### src/design/hbs_defs.svh
`ifndef HBS_DEFS_SVH
`define HBS_DEFS_SVH
// register offsets (byte addresses, one 32-bit word each)
`define HBS_OFS_CTRL 8'h00
`define HBS_OFS_OVL_GAIN 8'h04
`define HBS_OFS_OFF_DELAY 8'h08
`define HBS_OFS_SPD_THR 8'h0C
`define HBS_OFS_WAIT 8'h10
`define HBS_OFS_PHASE_SEL 8'h14
`define HBS_OFS_STATUS 8'h18
`define HBS_OFS_IRQ_STAT 8'h1C
`define HBS_OFS_IRQ_MASK 8'h20
`define HBS_OFS_OVL_NOM 8'h24
// ctrl fields
`define HBS_CTRL_BRK_ASSIGN 0
// reset values
`define HBS_RST_GAIN 8'h64
`define HBS_RST_OFF_DELAY 10'h064
`define HBS_RST_SPD_THR 11'h064
`define HBS_RST_WAIT 11'h1F4
`define HBS_RST_PHASE 2'h0
`define HBS_RST_OVL_NOM 16'h2710
// setting limits
`define HBS_GAIN_MIN 8'h32
`define HBS_GAIN_MAX 8'h96
`define HBS_OFF_DELAY_MIN 10'h001
`define HBS_OFF_DELAY_MAX 10'h1F4
`define HBS_SPD_THR_MAX 11'h3E8
`define HBS_WAIT_MIN 11'h064
`define HBS_WAIT_MAX 11'h3E8
// timing: 1 ms tick from the 10 MHz clock
`define HBS_CLK_HZ 10000000
`define HBS_TICK_MS 1
`define HBS_TICK_CYC (`HBS_CLK_HZ / 1000 * `HBS_TICK_MS)
// irq bits
`define HBS_IRQ_BRAKE_ON 0
`define HBS_IRQ_BRAKE_OFF 1
`define HBS_IRQ_OVL 2
`define HBS_IRQ_PHASE 3
`endif

### src/design/hbs_pkg.sv
package hbs_pkg;
   typedef enum logic [2:0] {
      HBS_IDLE = 3'b000,
      HBS_RUN = 3'b001,
      HBS_OFF_DLY = 3'b010,
      HBS_COAST = 3'b011,
      HBS_HOLD = 3'b100
   } hbs_state_e;
   typedef struct packed {
      logic servo_on;
      logic fault;
      logic fault_class2;
      logic over_travel;
      logic phase_lost;
      logic ovl_active;
   } hbs_in_s;
   typedef struct packed {
      logic motor_power;
      logic brake_output_n;
      logic brake_output_oe;
      logic phase_fault;
      logic phase_alarm;
      logic ovl_fault;
   } hbs_out_s;
endpackage

### src/design/hbs_ms_timer.sv
`timescale 1ns/100ps
`include "hbs_defs.svh"
// millisecond counter; holds at zero whenever run drops
module hbs_ms_timer
   import hbs_pkg::*;
#(
   parameter int WIDTH = 11
) (
   input wire logic ref_clk,
   input wire logic rst_n,
   input wire logic tick,
   input wire logic run,
   input wire logic [WIDTH-1:0] limit,
   output logic done
);
   // elaboration check: a one-bit counter cannot hold any useful limit
   if (WIDTH < 2) begin : g_bad_width
      $error("hbs_ms_timer: WIDTH too small");
   end
   logic [WIDTH-1:0] cnt_reg;
   logic [WIDTH-1:0] cnt_next;
   wire at_limit = (cnt_reg >= limit);
   assign cnt_next = !run ? '0 : (tick && !at_limit) ? cnt_reg + 1'b1 : cnt_reg;
   assign done = run && at_limit;
   // restart on loss of trigger
   always_ff @(posedge ref_clk) begin
      if (!rst_n) cnt_reg <= '0;
      else cnt_reg <= cnt_next;
   end
endmodule // hbs_ms_timer

### src/design/hbs_ovl_scaler.sv
`timescale 1ns/100ps
`include "hbs_defs.svh"
// overload fault timer, nominal ms time scaled by gain percent
module hbs_ovl_scaler
   import hbs_pkg::*;
(
   input wire logic ref_clk,
   input wire logic rst_n,
   input wire logic tick,
   input wire logic ovl_active,
   input wire logic [7:0] gain,
   input wire logic [15:0] nominal_ms,
   output logic ovl_fault
);
   logic [23:0] acc_reg;
   logic [23:0] acc_next;
   logic fault_reg;
   // limit = nominal*gain, counted in 100 units per ms so gain is live
   wire [23:0] limit = 24'(nominal_ms) * 24'(gain);
   wire hit = (acc_reg >= limit);
   assign acc_next = !ovl_active ? 24'h000000 : (tick && !hit) ? acc_reg + 24'h000064 : acc_reg;
   always_ff @(posedge ref_clk) begin
      if (!rst_n) begin
         acc_reg <= 24'h000000;
         fault_reg <= 1'b0;
      end else begin
         acc_reg <= acc_next;
         fault_reg <= ovl_active && hit;
      end
   end
   assign ovl_fault = fault_reg;
endmodule // hbs_ovl_scaler

### src/design/hbs_brake_seq.sv
`timescale 1ns/100ps
`include "hbs_defs.svh"
module hbs_brake_seq
   import hbs_pkg::*;
#(
   parameter int TICK_CYC = `HBS_TICK_CYC
) (
   input wire logic ref_clk,
   input wire logic rst_n,
   input wire logic [7:0] reg_addr,
   input wire logic [31:0] reg_wdata,
   input wire logic reg_wr,
   input wire logic reg_rd,
   output logic [31:0] reg_rdata,
   input wire hbs_in_s ctl_in,
   input wire logic motor_stopped,
   input wire logic [10:0] motor_speed,
   output hbs_out_s ctl_out,
   output logic irq
);
   // elaboration check: the tick needs two cycles at least and must fit the 24-bit divider
   if (TICK_CYC < 2 || TICK_CYC > 16777216) begin : g_bad_tick
      $error("hbs_brake_seq: TICK_CYC out of range");
   end
   ////////////////////////////////////////////////////////////////////////
   // millisecond tick divider
   // the only rate in the block: every ms timer keys off this one-cycle enable
   logic [23:0] div_reg;
   logic tick;
   assign tick = (div_reg == 24'(TICK_CYC - 1));
   always_ff @(posedge ref_clk) begin
      if (!rst_n) div_reg <= 24'h000000;
      else div_reg <= tick ? 24'h000000 : div_reg + 24'h000001;
   end
   ////////////////////////////////////////////////////////////////////////
   // settings registers
   logic assign_req_reg;
   logic brk_assigned_reg;
   logic [7:0] gain_reg;
   logic [9:0] off_delay_reg;
   logic [10:0] spd_thr_reg;
   logic [10:0] wait_reg;
   logic [1:0] phase_sel_reg;
   logic [15:0] ovl_nom_reg;
   logic [3:0] irq_stat_reg;
   logic [3:0] irq_mask_reg;
   wire wr_ctrl = reg_wr && (reg_addr == `HBS_OFS_CTRL);
   wire wr_gain = reg_wr && (reg_addr == `HBS_OFS_OVL_GAIN);
   wire wr_dly = reg_wr && (reg_addr == `HBS_OFS_OFF_DELAY);
   wire wr_thr = reg_wr && (reg_addr == `HBS_OFS_SPD_THR);
   wire wr_wait = reg_wr && (reg_addr == `HBS_OFS_WAIT);
   wire wr_phase = reg_wr && (reg_addr == `HBS_OFS_PHASE_SEL);
   wire wr_istat = reg_wr && (reg_addr == `HBS_OFS_IRQ_STAT);
   wire wr_imask = reg_wr && (reg_addr == `HBS_OFS_IRQ_MASK);
   wire wr_nom = reg_wr && (reg_addr == `HBS_OFS_OVL_NOM);
   // out-of-range writes are dropped so settings always stay legal
   wire gain_ok = (reg_wdata[7:0] >= `HBS_GAIN_MIN) && (reg_wdata[7:0] <= `HBS_GAIN_MAX)
      && (reg_wdata[31:8] == 24'h000000);
   wire dly_ok = (reg_wdata[9:0] >= `HBS_OFF_DELAY_MIN) && (reg_wdata[9:0] <= `HBS_OFF_DELAY_MAX)
      && (reg_wdata[31:10] == 22'h000000);
   wire thr_ok = (reg_wdata[10:0] <= `HBS_SPD_THR_MAX) && (reg_wdata[31:11] == 21'h000000);
   wire wait_ok = (reg_wdata[10:0] >= `HBS_WAIT_MIN) && (reg_wdata[10:0] <= `HBS_WAIT_MAX)
      && (reg_wdata[31:11] == 21'h000000);
   wire phase_ok = (reg_wdata[31:0] <= 32'h00000002);
   wire assign_bit = reg_wdata[`HBS_CTRL_BRK_ASSIGN];
   // assignment takes hold at once; removal waits for reset (power cycle)
   always_ff @(posedge ref_clk) begin
      if (!rst_n) begin
         assign_req_reg <= 1'b0;
         brk_assigned_reg <= 1'b0;
      end else begin
         if (wr_ctrl) assign_req_reg <= assign_bit;
         if (wr_ctrl && assign_bit) brk_assigned_reg <= 1'b1;
      end
   end
   always_ff @(posedge ref_clk) begin
      if (!rst_n) begin
         gain_reg <= `HBS_RST_GAIN;
         off_delay_reg <= `HBS_RST_OFF_DELAY;
         spd_thr_reg <= `HBS_RST_SPD_THR;
         wait_reg <= `HBS_RST_WAIT;
         phase_sel_reg <= `HBS_RST_PHASE;
         ovl_nom_reg <= `HBS_RST_OVL_NOM;
         irq_mask_reg <= 4'h0;
      end else begin
         if (wr_gain && gain_ok) gain_reg <= reg_wdata[7:0];
         if (wr_dly && dly_ok) off_delay_reg <= reg_wdata[9:0];
         if (wr_thr && thr_ok) spd_thr_reg <= reg_wdata[10:0];
         if (wr_wait && wait_ok) wait_reg <= reg_wdata[10:0];
         if (wr_phase && phase_ok) phase_sel_reg <= reg_wdata[1:0];
         if (wr_nom) ovl_nom_reg <= reg_wdata[15:0];
         if (wr_imask) irq_mask_reg <= reg_wdata[3:0];
      end
   end
   ////////////////////////////////////////////////////////////////////////
   // sequencer
   hbs_state_e state_reg;
   hbs_state_e state_next;
   logic dly_done;
   logic wait_done;
   // both fault sources are driven further down; declared here because the sequencer reads them
   logic ovl_fault;
   logic phase_fault;
   wire fault_any = ctl_in.fault || ovl_fault || phase_fault;
   wire fault1 = fault_any && !ctl_in.fault_class2;
   wire slow = (motor_speed < spd_thr_reg);
   // class-two fault on ctl_in.fault takes the stopped timing at once, at any speed
   wire stop_path = motor_stopped || (ctl_in.fault_class2 && ctl_in.fault);
   always_comb begin
      state_next = state_reg;
      unique case (state_reg)
         HBS_IDLE:
            if (ctl_in.servo_on && !fault_any) state_next = HBS_RUN;
         HBS_RUN:
            // without an assigned output there is no brake to time, so stop at once
            if (!brk_assigned_reg && (!ctl_in.servo_on || fault_any))
               state_next = HBS_IDLE;
            else if (fault1) state_next = HBS_COAST;
            else if (!ctl_in.servo_on || fault_any)
               state_next = stop_path ? HBS_OFF_DLY : HBS_COAST;
         HBS_OFF_DLY:
            if (fault1) state_next = HBS_IDLE;
            else if (dly_done) state_next = HBS_HOLD;
         HBS_COAST:
            if (slow || wait_done) state_next = HBS_HOLD;
         HBS_HOLD:
            if (!ctl_in.servo_on) state_next = HBS_IDLE;
         default: state_next = HBS_IDLE;
      endcase
   end
   always_ff @(posedge ref_clk) begin
      if (!rst_n) state_reg <= HBS_IDLE;
      else state_reg <= state_next;
   end
   hbs_ms_timer #(.WIDTH(11)) u_off_dly (
      .ref_clk(ref_clk),
      .rst_n(rst_n),
      .tick(tick),
      .run(state_reg == HBS_OFF_DLY),
      .limit({1'b0, off_delay_reg}),
      .done(dly_done)
   );
   hbs_ms_timer #(.WIDTH(11)) u_wait (
      .ref_clk(ref_clk),
      .rst_n(rst_n),
      .tick(tick),
      .run(state_reg == HBS_COAST),
      .limit(wait_reg),
      .done(wait_done)
   );
   hbs_ovl_scaler u_ovl (
      .ref_clk(ref_clk),
      .rst_n(rst_n),
      .tick(tick),
      .ovl_active(ctl_in.ovl_active),
      .gain(gain_reg),
      .nominal_ms(ovl_nom_reg),
      .ovl_fault(ovl_fault)
   );
   ////////////////////////////////////////////////////////////////////////
   // phase loss handling: 0 fault, 1 fault+alarm, 2 none
   wire phase_fault_en = (phase_sel_reg != 2'h2);
   assign phase_fault = ctl_in.phase_lost && phase_fault_en;
   wire phase_alarm = ctl_in.phase_lost && (phase_sel_reg == 2'h1);
   ////////////////////////////////////////////////////////////////////////
   // outputs
   // brake stays released outside overtravel while running and while coasting down to the threshold or the wait;
   // without assignment the brake pin stays quiet
   wire release_want = (state_reg == HBS_RUN || state_reg == HBS_COAST)
      && !ctl_in.over_travel;
   wire brake_release = brk_assigned_reg && release_want;
   wire power_on = (state_reg == HBS_RUN) || (state_reg == HBS_OFF_DLY && brk_assigned_reg);
   logic brake_n_reg;
   logic power_reg;
   always_ff @(posedge ref_clk) begin
      if (!rst_n) begin
         brake_n_reg <= 1'b1;
         power_reg <= 1'b0;
      end else begin
         brake_n_reg <= !brake_release;
         power_reg <= power_on && !fault1;
      end
   end
   // one assignment for the whole carrier keeps a single driver on the port
   assign ctl_out = '{
      motor_power: power_reg,
      brake_output_n: brake_n_reg,
      brake_output_oe: brk_assigned_reg,
      phase_fault: phase_fault,
      phase_alarm: phase_alarm,
      ovl_fault: ovl_fault
   };
   ////////////////////////////////////////////////////////////////////////
   // interrupts: set wins over write-one clear
   // a level event such as a held fault keeps its bit set against every clear
   logic brake_n_d;
   always_ff @(posedge ref_clk) begin
      if (!rst_n) brake_n_d <= 1'b1;
      else brake_n_d <= brake_n_reg;
   end
   wire [3:0] ev = {phase_fault, ovl_fault, !brake_n_d && brake_n_reg,
      brake_n_d && !brake_n_reg};
   wire [3:0] clr = wr_istat ? reg_wdata[3:0] : 4'h0;
   always_ff @(posedge ref_clk) begin
      if (!rst_n) irq_stat_reg <= 4'h0;
      else irq_stat_reg <= (irq_stat_reg & ~clr) | ev;
   end
   assign irq = |(irq_stat_reg & irq_mask_reg);
   ////////////////////////////////////////////////////////////////////////
   // read port, data in the cycle after the strobe
   wire [31:0] status_word = {24'h000000, phase_alarm, phase_fault, ovl_fault,
      brk_assigned_reg, 1'b0, state_reg};
   wire [31:0] rd_mux =
      (reg_addr == `HBS_OFS_CTRL) ? {31'h00000000, assign_req_reg} :
      (reg_addr == `HBS_OFS_OVL_GAIN) ? {24'h000000, gain_reg} :
      (reg_addr == `HBS_OFS_OFF_DELAY) ? {22'h000000, off_delay_reg} :
      (reg_addr == `HBS_OFS_SPD_THR) ? {21'h000000, spd_thr_reg} :
      (reg_addr == `HBS_OFS_WAIT) ? {21'h000000, wait_reg} :
      (reg_addr == `HBS_OFS_PHASE_SEL) ? {30'h00000000, phase_sel_reg} :
      (reg_addr == `HBS_OFS_STATUS) ? status_word :
      (reg_addr == `HBS_OFS_IRQ_STAT) ? {28'h0000000, irq_stat_reg} :
      (reg_addr == `HBS_OFS_IRQ_MASK) ? {28'h0000000, irq_mask_reg} :
      (reg_addr == `HBS_OFS_OVL_NOM) ? {16'h0000, ovl_nom_reg} : 32'h00000000;
   always_ff @(posedge ref_clk) begin
      if (!rst_n) reg_rdata <= 32'h00000000;
      else reg_rdata <= reg_rd ? rd_mux : 32'h00000000;
   end
endmodule // hbs_brake_seq

### config.mk
export PLATFORM = sky130hd
export DESIGN_NAME = hbs_brake_seq
export DESIGN_NICKNAME = d
export VERILOG_FILES = /design/src/design/hbs_pkg.sv /design/src/design/hbs_ms_timer.sv /design/src/design/hbs_ovl_scaler.sv /design/src/design/hbs_brake_seq.sv
export VERILOG_INCLUDE_DIRS = /design/src /design/src/design
export SDC_FILE = /design/constraint.sdc
export NUM_CORES = 1
export LEC_CHECK = 0
export ABC_AREA = 1
export BUFFER_PORTS_ARGS = -buffer_cell sky130_fd_sc_hd__clkbuf_2
export CAP_MARGIN = 25
export CORE_UTILIZATION = 45
export CTS_CLUSTER_SIZE = 25
export DETAILED_ROUTE_END_ITERATION = 10
export GPL_TIMING_DRIVEN = 0
export SYNTH_ARGS = -nofsm -noshare
export SYNTH_HDL_FRONTEND = slang
export SYNTH_HIERARCHICAL = 1
export SYNTH_SLANG_ARGS = --single-unit
### constraint.sdc
create_clock -name ref_clk -period 7.1 [get_ports ref_clk]
set_input_delay 0 -clock ref_clk [delete_from_list [all_inputs] [get_ports ref_clk]]
set_output_delay 0 -clock ref_clk [all_outputs]
set_load 0.05 [all_outputs]
## Word level (Yosys, flattened, before mapping)

Cells that the tools add are included.

| word-level totals | value |
|---|---|
| logic and storage cells | 166 |
| input port bits | 62 |
| bits in registers | 177 |

| operators by class | value |
|---|---|
| muxes and demuxes | 21 |
| bitwise logic cells | 7 |
| magnitude comparators | 11 |
| equal/unequal tests | 21 |
| add/sub/neg operators | 4 |
| $mul | 1 |
| reduce and logical (&&, ||, !) cells | 76 |

Operators with widths:

| cell | count |
|---|---|
| two-way mux 11 bit | 7 |
| logical AND 1 bit | 40 |
| equality test 8 x 5 -> 1 bit (second input constant) | 4 |
| less-or-equal comparator 32 x 2 -> 1 bit (second input constant) | 1 |
| adder 24 x 1 -> 24 bit (second input constant) | 1 |
| adder 24 x 7 -> 24 bit (second input constant) | 1 |
| equality test 24 x 14 -> 1 bit (second input constant) | 1 |
| greater-or-equal comparator 24 bit | 1 |
| logical NOT 24 bit | 1 |
| multiplier 16 x 8 -> 24 bit | 1 |
| two-way mux 3 bit | 8 |
| adder 11 x 1 -> 11 bit (second input constant) | 2 |
| logical NOT 22 bit | 1 |
| logical NOT 21 bit | 1 |
| equality test 8 x 4 -> 1 bit (second input constant) | 2 |
| equality test 8 x 6 -> 1 bit (second input constant) | 2 |
| case mux 3 bit (5 select lines) | 1 |
| logical NOT 1 bit | 12 |
| OR reduction 12 bit | 1 |
| greater-or-equal comparator 11 x 10 -> 1 bit | 1 |
| greater-or-equal comparator 11 bit | 1 |
| greater-or-equal comparator 11 x 7 -> 1 bit (second input constant) | 1 |
| less-or-equal comparator 11 x 10 -> 1 bit (second input constant) | 1 |
| < comparator 11 bit | 1 |
| other kinds (30) | 48 |

## Logic depth before layout (Yosys ltp)

| logic depth | value |
|---|---|
| word-level depth | 11 |
| depth in mapped cells | 33 |
| gate-level depth less buffers | 31 |

## Hierarchy

Netlist, hierarchy kept.

Modules (own cells, without submodules):

| module | area each (um^2) | instances | cells each | sequential area each (um^2) |
|---|---|---|---|---|
| hbs_ovl_scaler | 6586.3 | 1 | 1002 | 460.4 |
| hbs_brake_seq | 6264.8 | 1 | 970 | 2282.2 |
| hbs_ms_timer | 920.9 | 2 | 144 | 220.2 |

## Worst setup path after synthesis

No wires, ideal clock.

| timing path | value |
|---|---|
| path kind | flip-flop to flip-flop |
| start | reg gain_reg[7] |
| end | reg u_ovl.acc_reg[19] |
| path buffers | 3 |
| required time | 6968 ps |
| period minus slack after synthesis | 5521 ps |
| stages on the path, launching flop included | 29 |
| path slack | 1579 ps |
| arrival | 5388 ps |
| cell sequence | dfxtp_1 -> clkbuf_1 -> clkbuf_1 -> nand2_1 -> fa_1 -> fa_1 -> inv_1 -> fa_1 -> inv_1 -> fa_1 -> inv_1 -> ha_1 -> nand2_1 -> nor2_1 -> a21oi_1 -> inv_1 -> nand2_1 -> nand2_1 -> xor2_1 -> ha_1 -> nand2_1 -> nor2_1 -> nand2_2 -> clkinv_1 -> nand2_1 -> nand4_4 -> buf_6 -> nand2_1 -> a21oi_1 |

| on the way | value |
|---|---|
| longest elaborated chain between the ends | 4 |

RTL lines:

| what | line | source |
|---|---|---|
| start, declared | hbs_brake_seq.sv:39 | `logic [7:0] gain_reg;` |
| start signal, assigned | hbs_brake_seq.sv:78 | `` gain_reg <= `HBS_RST_GAIN; `` |
| start signal, assigned | hbs_brake_seq.sv:86 | `if (wr_gain && gain_ok) gain_reg <= reg_wdata[7:0];` |
| multiplier 16 x 8 -> 24 bit | hbs_ovl_scaler.sv:19 | `wire [23:0] limit = 24'(nominal_ms) * 24'(gain);` |
| greater-or-equal comparator 24 bit | hbs_ovl_scaler.sv:20 | `wire hit = (acc_reg >= limit);` |
| logical NOT 1 bit | hbs_ovl_scaler.sv:21 | `assign acc_next = !ovl_active ? 24'h000000 : (tick && !hit) ? acc_reg + 24'h000064 : acc_reg;` |
| logical AND 1 bit | hbs_ovl_scaler.sv:21 |  |
| end signal, assigned | hbs_ovl_scaler.sv:27 | `acc_reg <= acc_next;` |
| end, declared | hbs_ovl_scaler.sv:15 | `logic [23:0] acc_reg;` |

Every way passes these cells.
A chain may end at the register's enable or synchronous reset.

## Worst setup path in the final report

| timing path | value |
|---|---|
| start | reg gain_reg[3] |
| end | reg u_ovl.acc_reg[10] |

The elaborated chain is that of the path after synthesis.

==> results.py <==
metrics = {
    "cells_and_area": {
        "drive_gt1_share_pct": 9.99,
        "largest_register_ffs": 24,
        "final-seq-area_sq_um": 3180,
        "fin_nets": 2648,
        "n_antenna_cell": 0,
        "fillers": 3286,
        "syn2layout_area_growth_pct": 12.4,
        "multiInputGateArea_sq_um": 9330,
    },
    "detailed_routing": {
        "drtAntennaViolNets": 0,
        "routed_via_density": 5.00,
        "wirelength_microns": 42400,
        "post_drt_wl_per_cell_microns": 14.9,
        "num_vias": 14300,
        "dr.pass1.iters": 5,
        "drtIter0Drc": 990,
        "drc_errors": 0,
    },
    "cts": {
        "clock-sinks": 159,
        "insertion_delay_ns": 0.46,
        "root_buffer": "clkbuf_16",
        "post_cts_buffers": 0,
        "tritoncts": "done",
        "cts.clk_slew.worst_paths_ns": 0.07,
        "cts_made_buffers": 17,
        "cts_max_level": 4,
        "clockBufferDepth": 2,
    },
    "floorplan": {
        "die_h_microns": 183,
        "num_rows": 65,
        "dieArea_sq_um": 33400,
        "core_sq_um": 31800,
        "die_x_microns": 183,
        "initial_core_util_pct": 46.2,
        "io_pins": 101,
    },
    "synthesis": {
        "syn_area_per_cell_sq_um": 6.50,
        "async_flop_share_pct": 0,
        "syn_area_sq_um": 14700,
        "synth-seq-area-share_pct": 21.7,
        "synth-edff-count": 0,
        "yosysWarnings": 6,
        "netlist_instances": 2260,
        "ys.flop_type": "dfxtp_1",
        "ys_types": 51,
        "ys_seq_elements": 159,
    },
    "power": {
        "power.density_nw_per_um2": 125,
        "ir_drop_uv": 179,
        "p_leak_nw": 8.69,
    },
    "timing": {
        "fmax_mhz": 152,
        "fin_crit_ns": 6.58,
        "worst_pin_slew_ns": 0.791,
        "fin_worst_skew_ns": 0.0157,
        "setup_ws_ns": 0.524,
        "slew_viol_final": 0,
        "whs_ns": 0.0225,
        "setup_violations": 0,
        "fin_crit_sh_pct": 92.6,
        "grt_setup_unrepaired": "no",
        "slew_headroom_pct": 47.3,
        "finalSetupTns_ns": 0,
        "final-hold-violation-count": 0,
    },
    "setup_path": {
        "regToRegStartpoint": "gain_reg[3]",
        "startpoint_type": "flop",
        "cp_max_fo": 10,
        "cp.required_ns": 7.48,
        "worst_path_largest_cell_delay_ns": 0.58,
        "arrival_ns": 6.96,
        "cp-end-kind": "flop",
        "slowest_stage": "fa_1",
        "r2r_cells": 26,
        "worstSetupPathType": "reg -> reg",
        "timing.rr.end": "u_ovl/acc_reg[10]",
        "ff2ff_setup_slack_ns": 0.52,
        "cpMostUsedCell": "nand2_1",
    },
    "worst_hold_path": {
        "worstHoldEndpoint": "u_wait/cnt_reg[4]",
        "worstHoldPathType": "in -> reg",
        "min_from": "rst_n",
        "whs_path_depth": 5,
    },
    "grt": {
        "grt.overflow.total": 0,
        "grt_pass1_vias": 13300,
        "antenna_found_initial": 0,
        "grt_usage_pct": 26.4,
        "grt_max_degree": 17,
        "grt_pass1_wl_microns": 69400,
    },
    "placement": {
        "preCtsSetupSlack_ns": 0.596,
        "hpwl_microns": 34000,
        "portBuffers": 80,
        "place.gp.congestion": 0.948,
    },
    "status": {
        "status": "complete, no violations",
    },
    "run": {
        "maxCapViolations": 0,
    },
}
-- placed cells by master, fill, tap and decap left out, types with 4 or more instances in the layout --
cell	instances
conb_1	17
buf_4	29
inv_2	20
a21oi_1	125
nor2_2	10
nor2_4	6
nand2_1	602
o211ai_1	6
nand3_1	135
nor4_1	7
dfxtp_1	159
xnor2_1	19
or2_2	4
fa_1	84
nand2_2	13
nor2_1	247
xor2_1	14
nor3_2	7
inv_6	6
o21ai_0	52
dlygate4sd3_1	23
clkbuf_2	80
ha_1	102
nand3b_1	8
nor3_1	15
nand4_1	56
nand3_2	5
buf_2	10
clkbuf_16	17
inv_1	427
clkbuf_1	44
buf_6	12
-- through the flow --
step	power (W)	std cells	util (%)	instance area (sq um)
5_1_grt	0.00214	2848	51.9	16500
2_1_floorplan	0.00107	2276	-	14800
4_1_cts	0.00207	2848	51.9	16500
6_report	0.00206	2848	51.9	16500
3_5_place_dp	0.00114	2793	49.4	15700
3_3_place_gp	0.00114	2791	49.4	15700
-- where the power goes --
| part | leakage (nW) | switching, W | internal, W |
|---|---|---|---|
| registers | 1.28 | 0.00000672 | 0.000900 |
| logic | 7.13 | 0.000151 | 0.0000742 |
| clock network | 0.272 | 0.000426 | 0.000499 |
| total | 8.69 | 0.000584 | 0.00147 |
-- cells in the mapped netlist (all sizes together), types with 6 or more instances --
| cell type | number | area [sq um] |
|---|---|---|
| nor3 | 22 | 145 |
| nand2 | 618 | 2370 |
| o211ai | 6 | 45.0 |
| clkbuf | 43 | 161 |
| a21oi | 129 | 668 |
| nor4 | 8 | 50.1 |
| nand3 | 141 | 743 |
| o21ai | 55 | 283 |
| nor2 | 263 | 1060 |
| fa | 84 | 1680 |
| ha | 102 | 1280 |
| inv | 447 | 1680 |
| xnor2 | 19 | 166 |
| dfxtp | 159 | 3180 |
| xor2 | 14 | 123 |
| nand4 | 57 | 372 |
| nand3b | 8 | 60.1 |
| buf | 50 | 392 |
-- cells by family (layout without fill, tap and decap cells) --
kind of cell	Yosys count	after routing	synth area share, %
adder cells (fa/ha/maj)	186	186	20.1
AND/OR/NAND/NOR	1130	1130	33.3
other	1	17	0.0255
buffers and inverters	544	681	15.3
XOR/XNOR	33	33	1.97
flip-flops	159	159	21.7
AO/OA/AOI/OAI	207	207	7.66
-- per-layer routing --
layer,GRT usage (%),vias to the layer above,share of wire (%)
met5,0,-,0
met4,6.52,0,1.4
met3,4.53,46,5.4
met2,42.9,379,46
met1,36.2,6636,47
li1,-,7192,-
-- what timing repair did --
| action | CTS | global route |
|---|---|---|
| gates resized for setup | 0 | 0 |
| hold endpoints to repair | 53 | 0 |
| hold buffers | 23 | 0 |
-- critical path: cells and delay by family (launching register included) --
| family | cells | cell delay, ns |
|---|---|---|
| fa+ha+maj | 6 | 2.73 |
| simple gates | 11 | 1.46 |
| buf+inv | 7 | 1.39 |
| compound gates | 2 | 0.52 |
| flops | 1 | 0.41 |
-- layout make-up --
class                           count  share of cell area, %
Buffer                             93                   3.35
Clock buffer                       19                   2.68
Clock inverter                     13                  0.773
Inverter                          451                   10.3
Multi-Input combinational cell   1573                   56.5
Sequential cell                   159                   19.3
Tap cell                          435                   3.29
Timing Repair Buffer              105                   3.91
-- how the worst max path moves through the flow --
stage / from / end / slack (ns)
finish: gain_reg[3] / u_ovl/acc_reg[10] / 0.52
global route: gain_reg[6] / u_ovl/acc_reg[18] / 0.03
CTS: gain_reg[3] / u_ovl/acc_reg[7] / 0.57
detailed placement: gain_reg[3] / u_ovl/acc_reg[7] / 0.60
global placement: gain_reg[3] / u_ovl/acc_reg[23] / 0.55
floorplan: gain_reg[7] / u_ovl/acc_reg[19] / 1.58
(Power assumes the default switching activity.)
